`src/design/isb_defines.vh`:
```
// Constants for the interrupt source and time base block
`ifndef ISB_DEFINES_VH
`define ISB_DEFINES_VH

// Register offsets
`define ISB_PSC0_OFS 8'h00
`define ISB_PSC1_OFS 8'h01
`define ISB_TIMEBASE0_CONTROL_OFS 8'h02
`define ISB_TIMEBASE1_CONTROL_OFS 8'h03
`define ISB_IEN_OFS 8'h04
`define ISB_GEN_OFS 8'h05
`define ISB_FLAG_OFS 8'h06
`define ISB_TM0_OFS 8'h07
`define ISB_TM1_OFS 8'h08
`define ISB_STAT_OFS 8'h09

// Control register fields
`define ISB_TB_RUN_BIT 7
`define ISB_SRC_SYS 2'h0
`define ISB_SRC_SYS4 2'h1
`define ISB_PERIOD_BASE 4'h8

// Enable register fields
`define ISB_GIE_BIT 0

// Timer register fields
`define ISB_TM_PE_BIT 0
`define ISB_TM_SE_BIT 1
`define ISB_TM_PF_BIT 4
`define ISB_TM_SF_BIT 5

// Vector numbers, lower number wins
`define ISB_VEC_SER 3'h0
`define ISB_VEC_TB0 3'h1
`define ISB_VEC_TB1 3'h2
`define ISB_VEC_EE 3'h3
`define ISB_VEC_ADC 3'h4
`define ISB_VEC_GRP0 3'h5
`define ISB_VEC_GRP1 3'h6
`define ISB_VEC_LV 3'h7

// Reset values and timing
`define ISB_REG_RST 8'h00
`define ISB_SYS_DIV 2'h3

`endif

```
`src/design/isb_timebase.v`:
```
// One time base: prescaler source select and programmable divider
`timescale 1ns/100ps
module isb_timebase #(
	parameter CNT_W = 15
) (
	// Clock and reset
	input wire clock,
	input wire arst_n,
	input wire clk_en,
	// Sub clock tick, already synchronised
	input wire sub_tick,
	// Configuration
	input wire [1:0] src_sel,
	input wire [2:0] period_sel,
	input wire run,
	// Overflow pulse
	output reg overflow
);
`include "isb_defines.vh"

	reg [1:0] div4;
	reg [CNT_W-1:0] count;
	wire tick;
	wire [CNT_W-1:0] terminal;

	// Prescaler clock as an enable pulse, keeps one clock domain
	assign tick = (src_sel == `ISB_SRC_SYS) ? 1'b1 :
		(src_sel == `ISB_SRC_SYS4) ? (div4 == `ISB_SYS_DIV) : sub_tick;

	// Last count of a period: 2^(8+code) - 1
	assign terminal = ({{(CNT_W-1){1'b0}}, 1'b1} << (`ISB_PERIOD_BASE + period_sel))
		- {{(CNT_W-1){1'b0}}, 1'b1};

	// Divide-by-four prescaler, free running
	always @(posedge clock or negedge arst_n) begin
		if (!arst_n) begin
			div4 <= 2'h0;
		end else if (clk_en) begin
			div4 <= div4 + 2'h1;
		end
	end

	// Divider; >= guards against a period shortened mid-count
	always @(posedge clock or negedge arst_n) begin
		if (!arst_n) begin
			count <= {CNT_W{1'b0}};
			overflow <= 1'b0;
		end else if (clk_en) begin
			overflow <= 1'b0;
			if (!run) begin
				count <= {CNT_W{1'b0}};
			end else if (tick) begin
				if (count >= terminal) begin
					count <= {CNT_W{1'b0}};
					overflow <= 1'b1;
				end else begin
					count <= count + {{(CNT_W-1){1'b0}}, 1'b1};
				end
			end
		end
	end
endmodule

```
`src/design/isb_irq_ctrl.v`:
```
// Interrupt request controller with two time bases
//
// Strobed register access and the placing of the registers were chosen for this implementation.
`timescale 1ns/100ps
module isb_irq_ctrl #(
	parameter CNT_W = 15
) (
	// Clock, reset, clock enable
	input wire clock,
	input wire arst_n,
	input wire clk_en,
	// Register port
	input wire [7:0] reg_addr,
	input wire [7:0] reg_wdata,
	input wire reg_write,
	input wire reg_read,
	output reg [7:0] reg_rdata,
	// Serial port conditions, same clock
	input wire ser_tx_empty,
	input wire ser_tx_idle,
	input wire ser_rx_trigger,
	input wire ser_rx_overrun,
	input wire ser_addr_detect,
	input wire ser_pin_wake,
	// Other sources, same clock pulses
	input wire eeprom_cycle_end,
	input wire conversion_end,
	input wire [1:0] timer_period_match,
	input wire [1:0] timer_second_match,
	// Asynchronous inputs
	input wire low_supply_detect,
	input wire sub_clock,
	// Program sequencer side
	input wire stack_full,
	input wire irq_ack,
	input wire return_from_irq,
	output reg irq_req,
	output reg [2:0] irq_vector,
	output reg wake_up
);
`include "isb_defines.vh"

	// Configuration registers
	reg [1:0] prescaler0_clock_select;
	reg [1:0] prescaler1_clock_select;
	reg periodic0_run;
	reg periodic1_run;
	reg [2:0] periodic0_period_sel;
	reg [2:0] periodic1_period_sel;
	reg global_irq_enable;
	reg serial_port_irq_enable;
	reg periodic0_irq_enable;
	reg periodic1_irq_enable;
	reg eeprom_done_enable;
	reg conversion_done_enable;
	reg low_supply_enable;
	reg [1:0] grouped_irq_enable;
	reg [1:0] timer_period_match_enable;
	reg [1:0] timer_second_match_enable;

	// Request flags, one per vector, bit number is the vector
	reg [7:0] irq_flags;
	reg [1:0] timer_period_match_flag;
	reg [1:0] timer_second_match_flag;
	reg [7:0] next_irq_flags;
	reg [1:0] next_tpf;
	reg [1:0] next_tsf;

	// Synchronisers and edge history
	reg [2:0] sub_sync;
	reg [2:0] lv_sync;
	reg [5:0] ser_cond_d;
	reg [3:0] tm_src_d;

	wire [5:0] ser_cond;
	wire ser_event;
	wire lv_event;
	wire sub_tick;
	wire tb0_overflow;
	wire tb1_overflow;
	wire [7:0] irq_enables;
	wire [7:0] eligible;
	wire [3:0] tm_src;
	wire [1:0] grp_event;
	wire ack_ok;
	wire [7:0] ack_clear;
	wire wr_flag;
	wire wr_tm0;
	wire wr_tm1;

	// Lowest set bit wins
	function [2:0] pick_vector;
		input [7:0] pend;
		integer i;
		begin
			pick_vector = 3'h0;
			for (i = 7; i >= 0; i = i - 1) begin
				if (pend[i]) begin
					pick_vector = i[2:0];
				end
			end
		end
	endfunction

	// Register decode for a write strobe
	function wr_hit;
		input [7:0] addr;
		input [7:0] ofs;
		input strobe;
		begin
			wr_hit = strobe && (addr == ofs);
		end
	endfunction

	// Two flops before any logic looks at the pins
	always @(posedge clock or negedge arst_n) begin
		if (!arst_n) begin
			sub_sync <= 3'h0;
			lv_sync <= 3'h0;
		end else if (clk_en) begin
			sub_sync <= {sub_sync[1:0], sub_clock};
			lv_sync <= {lv_sync[1:0], low_supply_detect};
		end
	end

	assign sub_tick = sub_sync[1] & ~sub_sync[2];
	assign lv_event = lv_sync[1] & ~lv_sync[2];

	// Any new serial condition raises the request, even if another still stands
	assign ser_cond = {ser_tx_empty, ser_tx_idle, ser_rx_trigger,
		ser_rx_overrun, ser_addr_detect, ser_pin_wake};
	assign ser_event = |(ser_cond & ~ser_cond_d);

	// Enabled timer flags feed the grouped requests
	assign tm_src = {timer_second_match_flag[1] & timer_second_match_enable[1],
		timer_period_match_flag[1] & timer_period_match_enable[1],
		timer_second_match_flag[0] & timer_second_match_enable[0],
		timer_period_match_flag[0] & timer_period_match_enable[0]};
	assign grp_event = {|(tm_src[3:2] & ~tm_src_d[3:2]),
		|(tm_src[1:0] & ~tm_src_d[1:0])};

	always @(posedge clock or negedge arst_n) begin
		if (!arst_n) begin
			ser_cond_d <= 6'h00;
			tm_src_d <= 4'h0;
		end else if (clk_en) begin
			ser_cond_d <= ser_cond;
			tm_src_d <= tm_src;
		end
	end

	// Time bases
	isb_timebase #(.CNT_W(CNT_W)) u_tb0 (
		.clock(clock),
		.arst_n(arst_n),
		.clk_en(clk_en),
		.sub_tick(sub_tick),
		.src_sel(prescaler0_clock_select),
		.period_sel(periodic0_period_sel),
		.run(periodic0_run),
		.overflow(tb0_overflow)
	);

	isb_timebase #(.CNT_W(CNT_W)) u_tb1 (
		.clock(clock),
		.arst_n(arst_n),
		.clk_en(clk_en),
		.sub_tick(sub_tick),
		.src_sel(prescaler1_clock_select),
		.period_sel(periodic1_period_sel),
		.run(periodic1_run),
		.overflow(tb1_overflow)
	);

	// Per-vector enables in vector order
	assign irq_enables = {low_supply_enable, grouped_irq_enable[1], grouped_irq_enable[0],
		conversion_done_enable, eeprom_done_enable, periodic1_irq_enable,
		periodic0_irq_enable, serial_port_irq_enable};
	assign eligible = irq_flags & irq_enables;

	// Service only counts while a request is shown
	assign ack_ok = irq_ack & irq_req;
	assign ack_clear = ack_ok ? (8'h01 << irq_vector) : 8'h00;

	assign wr_flag = wr_hit(reg_addr, `ISB_FLAG_OFS, reg_write);
	assign wr_tm0 = wr_hit(reg_addr, `ISB_TM0_OFS, reg_write);
	assign wr_tm1 = wr_hit(reg_addr, `ISB_TM1_OFS, reg_write);

	// Flag update: write, then service clear, then hardware set wins
	always @* begin
		next_irq_flags = wr_flag ? reg_wdata : irq_flags;
		next_irq_flags = next_irq_flags & ~ack_clear;
		next_irq_flags[`ISB_VEC_SER] = next_irq_flags[`ISB_VEC_SER] | ser_event;
		next_irq_flags[`ISB_VEC_TB0] = next_irq_flags[`ISB_VEC_TB0] | tb0_overflow;
		next_irq_flags[`ISB_VEC_TB1] = next_irq_flags[`ISB_VEC_TB1] | tb1_overflow;
		next_irq_flags[`ISB_VEC_EE] = next_irq_flags[`ISB_VEC_EE] | eeprom_cycle_end;
		next_irq_flags[`ISB_VEC_ADC] = next_irq_flags[`ISB_VEC_ADC] | conversion_end;
		next_irq_flags[`ISB_VEC_GRP0] = next_irq_flags[`ISB_VEC_GRP0] | grp_event[0];
		next_irq_flags[`ISB_VEC_GRP1] = next_irq_flags[`ISB_VEC_GRP1] | grp_event[1];
		next_irq_flags[`ISB_VEC_LV] = next_irq_flags[`ISB_VEC_LV] | lv_event;
		// Timer flags are cleared by software only, never by service
		next_tpf = timer_period_match_flag;
		next_tsf = timer_second_match_flag;
		if (wr_tm0) begin
			next_tpf[0] = reg_wdata[`ISB_TM_PF_BIT];
			next_tsf[0] = reg_wdata[`ISB_TM_SF_BIT];
		end
		if (wr_tm1) begin
			next_tpf[1] = reg_wdata[`ISB_TM_PF_BIT];
			next_tsf[1] = reg_wdata[`ISB_TM_SF_BIT];
		end
		next_tpf = next_tpf | timer_period_match;
		next_tsf = next_tsf | timer_second_match;
	end

	// Flags, wake pulse and request outputs
	always @(posedge clock or negedge arst_n) begin
		if (!arst_n) begin
			irq_flags <= 8'h00;
			timer_period_match_flag <= 2'h0;
			timer_second_match_flag <= 2'h0;
			wake_up <= 1'b0;
			irq_req <= 1'b0;
			irq_vector <= 3'h0;
		end else if (clk_en) begin
			irq_flags <= next_irq_flags;
			timer_period_match_flag <= next_tpf;
			timer_second_match_flag <= next_tsf;
			// Enables play no part in waking
			wake_up <= |({next_irq_flags, next_tpf, next_tsf} &
				~{irq_flags, timer_period_match_flag, timer_second_match_flag});
			// Dropped in the service cycle so one request is never taken twice
			irq_req <= global_irq_enable & (|eligible) & ~stack_full & ~ack_ok;
			irq_vector <= pick_vector(eligible);
		end
	end

	// Software-visible configuration and global enable
	always @(posedge clock or negedge arst_n) begin
		if (!arst_n) begin
			prescaler0_clock_select <= 2'h0;
			prescaler1_clock_select <= 2'h0;
			periodic0_run <= 1'b0;
			periodic1_run <= 1'b0;
			periodic0_period_sel <= 3'h0;
			periodic1_period_sel <= 3'h0;
			global_irq_enable <= 1'b0;
			serial_port_irq_enable <= 1'b0;
			periodic0_irq_enable <= 1'b0;
			periodic1_irq_enable <= 1'b0;
			eeprom_done_enable <= 1'b0;
			conversion_done_enable <= 1'b0;
			low_supply_enable <= 1'b0;
			grouped_irq_enable <= 2'h0;
			timer_period_match_enable <= 2'h0;
			timer_second_match_enable <= 2'h0;
		end else if (clk_en) begin
			if (wr_hit(reg_addr, `ISB_PSC0_OFS, reg_write)) begin
				prescaler0_clock_select <= reg_wdata[1:0];
			end
			if (wr_hit(reg_addr, `ISB_PSC1_OFS, reg_write)) begin
				prescaler1_clock_select <= reg_wdata[1:0];
			end
			if (wr_hit(reg_addr, `ISB_TIMEBASE0_CONTROL_OFS, reg_write)) begin
				periodic0_run <= reg_wdata[`ISB_TB_RUN_BIT];
				periodic0_period_sel <= reg_wdata[2:0];
			end
			if (wr_hit(reg_addr, `ISB_TIMEBASE1_CONTROL_OFS, reg_write)) begin
				periodic1_run <= reg_wdata[`ISB_TB_RUN_BIT];
				periodic1_period_sel <= reg_wdata[2:0];
			end
			if (wr_hit(reg_addr, `ISB_IEN_OFS, reg_write)) begin
				serial_port_irq_enable <= reg_wdata[1];
				periodic0_irq_enable <= reg_wdata[2];
				periodic1_irq_enable <= reg_wdata[3];
				eeprom_done_enable <= reg_wdata[4];
				conversion_done_enable <= reg_wdata[5];
				low_supply_enable <= reg_wdata[6];
			end
			if (wr_hit(reg_addr, `ISB_GEN_OFS, reg_write)) begin
				grouped_irq_enable <= reg_wdata[1:0];
			end
			if (wr_tm0) begin
				timer_period_match_enable[0] <= reg_wdata[`ISB_TM_PE_BIT];
				timer_second_match_enable[0] <= reg_wdata[`ISB_TM_SE_BIT];
			end
			if (wr_tm1) begin
				timer_period_match_enable[1] <= reg_wdata[`ISB_TM_PE_BIT];
				timer_second_match_enable[1] <= reg_wdata[`ISB_TM_SE_BIT];
			end
			// Service beats a return or a write in the same cycle
			if (ack_ok) begin
				global_irq_enable <= 1'b0;
			end else if (return_from_irq) begin
				global_irq_enable <= 1'b1;
			end else if (wr_hit(reg_addr, `ISB_IEN_OFS, reg_write)) begin
				global_irq_enable <= reg_wdata[`ISB_GIE_BIT];
			end
		end
	end

	// Read data one cycle after the strobe; unmapped reads give zero
	always @(posedge clock or negedge arst_n) begin
		if (!arst_n) begin
			reg_rdata <= `ISB_REG_RST;
		end else if (clk_en) begin
			reg_rdata <= `ISB_REG_RST;
			if (reg_read) begin
				case (reg_addr)
				`ISB_PSC0_OFS: begin
					reg_rdata <= {6'h00, prescaler0_clock_select};
				end
				`ISB_PSC1_OFS: begin
					reg_rdata <= {6'h00, prescaler1_clock_select};
				end
				`ISB_TIMEBASE0_CONTROL_OFS: begin
					reg_rdata <= {periodic0_run, 4'h0, periodic0_period_sel};
				end
				`ISB_TIMEBASE1_CONTROL_OFS: begin
					reg_rdata <= {periodic1_run, 4'h0, periodic1_period_sel};
				end
				`ISB_IEN_OFS: begin
					reg_rdata <= {1'b0, irq_enables[`ISB_VEC_LV], irq_enables[4:0],
						global_irq_enable};
				end
				`ISB_GEN_OFS: begin
					reg_rdata <= {6'h00, grouped_irq_enable};
				end
				`ISB_FLAG_OFS: begin
					reg_rdata <= irq_flags;
				end
				`ISB_TM0_OFS: begin
					reg_rdata <= {2'h0, timer_second_match_flag[0], timer_period_match_flag[0],
						2'h0, timer_second_match_enable[0], timer_period_match_enable[0]};
				end
				`ISB_TM1_OFS: begin
					reg_rdata <= {2'h0, timer_second_match_flag[1], timer_period_match_flag[1],
						2'h0, timer_second_match_enable[1], timer_period_match_enable[1]};
				end
				`ISB_STAT_OFS: begin
					reg_rdata <= {4'h0, irq_vector, irq_req};
				end
				default: begin
					reg_rdata <= `ISB_REG_RST;
				end
				endcase
			end
		end
	end
endmodule

```
`config.mk`:
```
export PLATFORM = sky130hd
export DESIGN_NAME = isb_irq_ctrl
export DESIGN_NICKNAME = d
export VERILOG_FILES = /design/src/design/isb_timebase.v /design/src/design/isb_irq_ctrl.v
export VERILOG_INCLUDE_DIRS = /design/src /design/src/design
export SDC_FILE = /design/constraint.sdc
export NUM_CORES = 1
export LEC_CHECK = 0
export BUFFER_PORTS_ARGS = -buffer_cell sky130_fd_sc_hd__buf_4
export CAP_MARGIN = 30
export CORE_ASPECT_RATIO = 1.75
export CORE_MARGIN = 2
export CORE_UTILIZATION = 30
export DETAILED_ROUTE_END_ITERATION = 7
export PLACE_DENSITY = 0.5
export SETUP_SLACK_MARGIN = 0.3
export SYNTH_ARGS = -nofsm -noshare
export SYNTH_HDL_FRONTEND = slang
export SYNTH_SLANG_ARGS = --single-unit
```
`constraint.sdc`:
```
create_clock -name clock -period 3.26 [get_ports clock]
set_input_delay 0.163 -clock clock [delete_from_list [all_inputs] [get_ports clock]]
set_output_delay 0.163 -clock clock [all_outputs]
set_load 0.01 [all_outputs]
```
==> results by group <==
Route
  – DRC violations left: 0
  – Violation count after the first detailed-route iteration: 307
  – Count of nets left with antenna violations after detail routing: 0
  – Via-per-instance ratio: 5.65
  – Average wire per standard cell: 19.8 um
  – Detailed-route via count: 5076
  – DRT Pass-1 Iters: 6
  – Total Routed Length: 17800 um

Timing
  – Slew at the pin closest to its max-slew limit: 844 ps
  – Highest attainable clock frequency: 370 MHz
  – Clock Skew: 11.4 ps
  – Max transition margin: 43.8%
  – Portion of the clock cycle consumed by the worst path in the final layout: 82.9%
  – Min cycle time layout: 2700 ps
  – Final setup violation count: 0
  – RSZ-0062 raised after global routing: false
  – Number of hold violations in the final report: 0
  – Accumulated negative setup slack: 0 ps
  – Number of pins exceeding their max-slew limit in the final report: 0

CTS
  – Hold-fix buffers at CTS: 1
  – Setup Fix Bufs, Post-CTS: 0
  – Clock sink count: 102
  – Buffer cell driving the clock tree root: sky130_fd_sc_hd__clkbuf_16
  – Clock H-tree levels: 3
  – Post-cts repair resize count: 0
  – Clock-pin slew on the worst setup and hold paths: 80 ps
  – Longest Clk Path Bufs: 2
  – Clock buffers created by TritonCTS: 9
  – Clock latency of the later-clocked register in the worst-skew pair: 360 ps
  – Clock tree from TritonCTS: built

Power
  – Peak supply drop: 234 uV
  – Leakage dissipation: 2.91 nW
  – Total power per unit cell area: 473 nW/um^2

Synthesis
  – Post-synth design cell area: 5860 sq um
  – Seq cells post-synth: 102
  – Share of async-settable or async-resettable flops after synthesis: 100%
  – Yosys warning count: 0
  – Number of distinct library cells after synthesis: 67
  – Sequential fraction of the synthesis area: 43.5%
  – Post-Syn Area per Cell: 9.57 sq um
  – Post-synth EDFFs: 0
  – Net Count, Synth: 669
  – Number of cells produced by synthesis: 613
  – Main synth FF type: sky130_fd_sc_hd__dfrtp_1

Finish
  – Nets: 709
  – Layout Utilization: 35.8%
  – Layout area overhead: 17.1%
  – Count of filler cells inserted in the layout: 1911
  – Antenna Diode Count: 0
  – Fraction of layout instances using a drive strength above 1: 18.4%

Job
  – Maxcap violations: 0

GRT
  – Total global routing overflow: 0
  – Number of global-route vias before repair: 5087
  – Met3 routing resource usage after global routing: 1.58%
  – GRT met1 Usage: 19.4%
  – Antenna violations before repair: 0
  – Busiest grt layer: met2
  – Grt met2 use: 34.2%
  – First-pass GRT wire length: 28400 um
  – Maximum number of pins on one net before global-route repair: 63
  – Total track usage: 18.0%

Critical path
  – Critical path launch point type: register
  – Data arrival time of the worst path: 2920 ps
  – Worst setup EP type: register
  – Endpoint required time on the critical path: 3480 ps
  – Crit path kind: reg -> reg
  – Largest fanout on the critical path: 22

Floorplanning
  – Area of the placeable core: 19200 sq um
  – Number of cell rows: 67
  – Die Outline Area: 20700 sq um
  – Boundary Pins: 51
  – Die boundary width: 110 um
  – Die Y-Extent: 189 um
  – Initial Utilization: 30.5%

Place
  – Placed wire-length estimate: 13300 um
  – GP Congestion: 0.913
  – Number of buffers added on ports: 50

Min path
  – Class of the tightest hold or removal check: in -> reg

Run status
  – Status: complete, no violations
cell families (layout without fill, tap and decap cells):
kind of cell    count (synthesis)  count (layout)  synth area share, %
fa+ha+maj                      18              18                 3.84
xor+xnor                       11              11                 1.64
buf+inv                        66             111                 4.29
mux                            50              50                 10.3
simple gates                  202             202                 17.2
compound gates                164             164                 19.2
flops                         102             102                 43.5
final timing paths:
kind                                    startpoint  cells after the start  slack, ps           endpoint
max                        periodic0_period_sel[1]                      7        560     u_tb0.count[3]
min                                        irq_ack                      2         40  global_irq_enable
max reg2reg                periodic0_period_sel[1]                      7        560     u_tb0.count[3]
min reg2reg                          u_tb0.div4[0]                      1        480      u_tb0.div4[0]
max in group asynchronous                   arst_n                      3       1950    u_tb1.count[11]
min in group asynchronous                   arst_n                      2        460      u_tb0.div4[1]
per-layer routing:
| layer | share of wire (%) | vias up | routed length [um] |
|---|---|---|---|
| li1 | - | 2363 | - |
| met1 | 36 | 2524 | 6470 |
| met2 | 58 | 157 | 10300 |
| met3 | 2.5 | 32 | 451 |
| met4 | 3.3 | 0 | 583 |
| met5 | 0 | - | 0 |
cell usage after synthesis (4+ instances only):
cell type                   number  area share [%]
sky130_fd_sc_hd__nand2_1        66             4.2
sky130_fd_sc_hd__a31oi_1         4            0.43
sky130_fd_sc_hd__o2bb2ai_1       8             1.2
sky130_fd_sc_hd__o31ai_1         5            0.64
sky130_fd_sc_hd__clkbuf_1       22             1.4
sky130_fd_sc_hd__or3_1           5            0.53
sky130_fd_sc_hd__a21o_1          5            0.64
sky130_fd_sc_hd__mux4_2          4             1.5
sky130_fd_sc_hd__buf_1           5            0.32
sky130_fd_sc_hd__nand4_1        13             1.4
sky130_fd_sc_hd__a211oi_1        6            0.77
sky130_fd_sc_hd__mux2_2         35             6.7
sky130_fd_sc_hd__nand2b_1        6            0.64
sky130_fd_sc_hd__nor2_1         34             2.2
sky130_fd_sc_hd__o211ai_1        5            0.64
sky130_fd_sc_hd__a22oi_1         7            0.90
sky130_fd_sc_hd__xnor2_1         7             1.0
sky130_fd_sc_hd__ha_1           18             3.8
sky130_fd_sc_hd__nand3_1        28             2.4
sky130_fd_sc_hd__a22o_1          9             1.3
sky130_fd_sc_hd__o32a_1          4            0.68
sky130_fd_sc_hd__o22ai_1        12             1.3
sky130_fd_sc_hd__inv_1          36             2.3
sky130_fd_sc_hd__mux2i_1         9             1.5
sky130_fd_sc_hd__o21ai_0        35             3.0
sky130_fd_sc_hd__xor2_1          4            0.60
sky130_fd_sc_hd__dfrtp_1       102              44
sky130_fd_sc_hd__a21oi_1        26             2.2
sky130_fd_sc_hd__or4_1           6            0.77
sky130_fd_sc_hd__o32ai_1         5            0.75
sky130_fd_sc_hd__nor3_1         17             1.5
critical path, cell delays in order, from the launching register on:
cell	delay, ps
sky130_fd_sc_hd__dfrtp_1	470
sky130_fd_sc_hd__a21oi_1	110
sky130_fd_sc_hd__ha_1	300
sky130_fd_sc_hd__nand3_1	80
sky130_fd_sc_hd__or4_1	520
sky130_fd_sc_hd__a211o_1	590
sky130_fd_sc_hd__nand3_1	310
sky130_fd_sc_hd__o311ai_0	180
per-stage QoR:
stage          power [mW]  hold slack, ps  instance area [sq um]  setup slack [ps]  std cells
2_1_floorplan        1.72            -133                   5860               866        613
3_3_place_gp         1.90             304                   6480               692        882
3_5_place_dp         1.92             309                   6480               588        882
4_1_cts              3.28            29.9                   6870               564        899
5_1_grt              3.38            45.4                   6870               324        899
6_report             3.25            35.6                   6870               556        899
layout by cell type, fill, tap and decap left out, types with 5 or more instances in the layout:
cell type / synthesis / layout
sky130_fd_sc_hd__o32ai_1: 5 / 5
sky130_fd_sc_hd__a21o_1: 5 / 5
sky130_fd_sc_hd__o211ai_1: 5 / 5
sky130_fd_sc_hd__or4_1: 6 / 6
sky130_fd_sc_hd__mux2_2: 35 / 35
sky130_fd_sc_hd__o31ai_1: 5 / 5
sky130_fd_sc_hd__nor2_1: 34 / 34
sky130_fd_sc_hd__a22o_1: 9 / 9
sky130_fd_sc_hd__xnor2_1: 7 / 7
sky130_fd_sc_hd__o21ai_0: 35 / 35
sky130_fd_sc_hd__nand2b_1: 6 / 6
sky130_fd_sc_hd__nor3_1: 17 / 17
sky130_fd_sc_hd__clkbuf_16: 0 / 9
sky130_fd_sc_hd__or3_1: 5 / 5
sky130_fd_sc_hd__o22ai_1: 12 / 12
sky130_fd_sc_hd__dfrtp_1: 102 / 102
sky130_fd_sc_hd__nand4_1: 13 / 13
sky130_fd_sc_hd__inv_1: 36 / 36
sky130_fd_sc_hd__buf_4: 0 / 58
sky130_fd_sc_hd__nand3_1: 28 / 28
sky130_fd_sc_hd__ha_1: 18 / 18
sky130_fd_sc_hd__a211oi_1: 6 / 6
sky130_fd_sc_hd__mux2i_1: 9 / 9
sky130_fd_sc_hd__a21oi_1: 26 / 26
sky130_fd_sc_hd__nand2_1: 66 / 66
sky130_fd_sc_hd__a22oi_1: 7 / 7
sky130_fd_sc_hd__o2bb2ai_1: 8 / 8
layout make-up:
class / count / area [sq um] / area share, %
clock buffers: 10 / 239 / 3.48
repair buffers: 59 / 445 / 6.49
flip-flops and latches: 102 / 2550 / 37.2
multi-input cells: 445 / 3060 / 44.6
clock inverters: 6 / 133 / 1.93
well taps: 241 / 302 / 4.39
inverters: 36 / 135 / 1.97
flip-flops by register name (all words and copies together), names as in the netlist, 3 cells and up:
| register | flops |
|---|---|
| irq_flags | 8 |
| irq_vector | 3 |
| lv_sync | 3 |
| periodic0_period_sel | 3 |
| periodic1_period_sel | 3 |
| reg_rdata | 8 |
| ser_cond_d | 6 |
| sub_sync | 3 |
| tm_src_d | 4 |
| u_tb0.count | 15 |
| u_tb1.count | 15 |
report_power, final:
group          switching [mW]  total, mW  internal (mW)
clock network           0.507       1.36          0.849
registers               0.111       1.47           1.36
logic                   0.225      0.418          0.193
total                   0.843       3.25           2.41
Power figures use the tool's default switching activity.
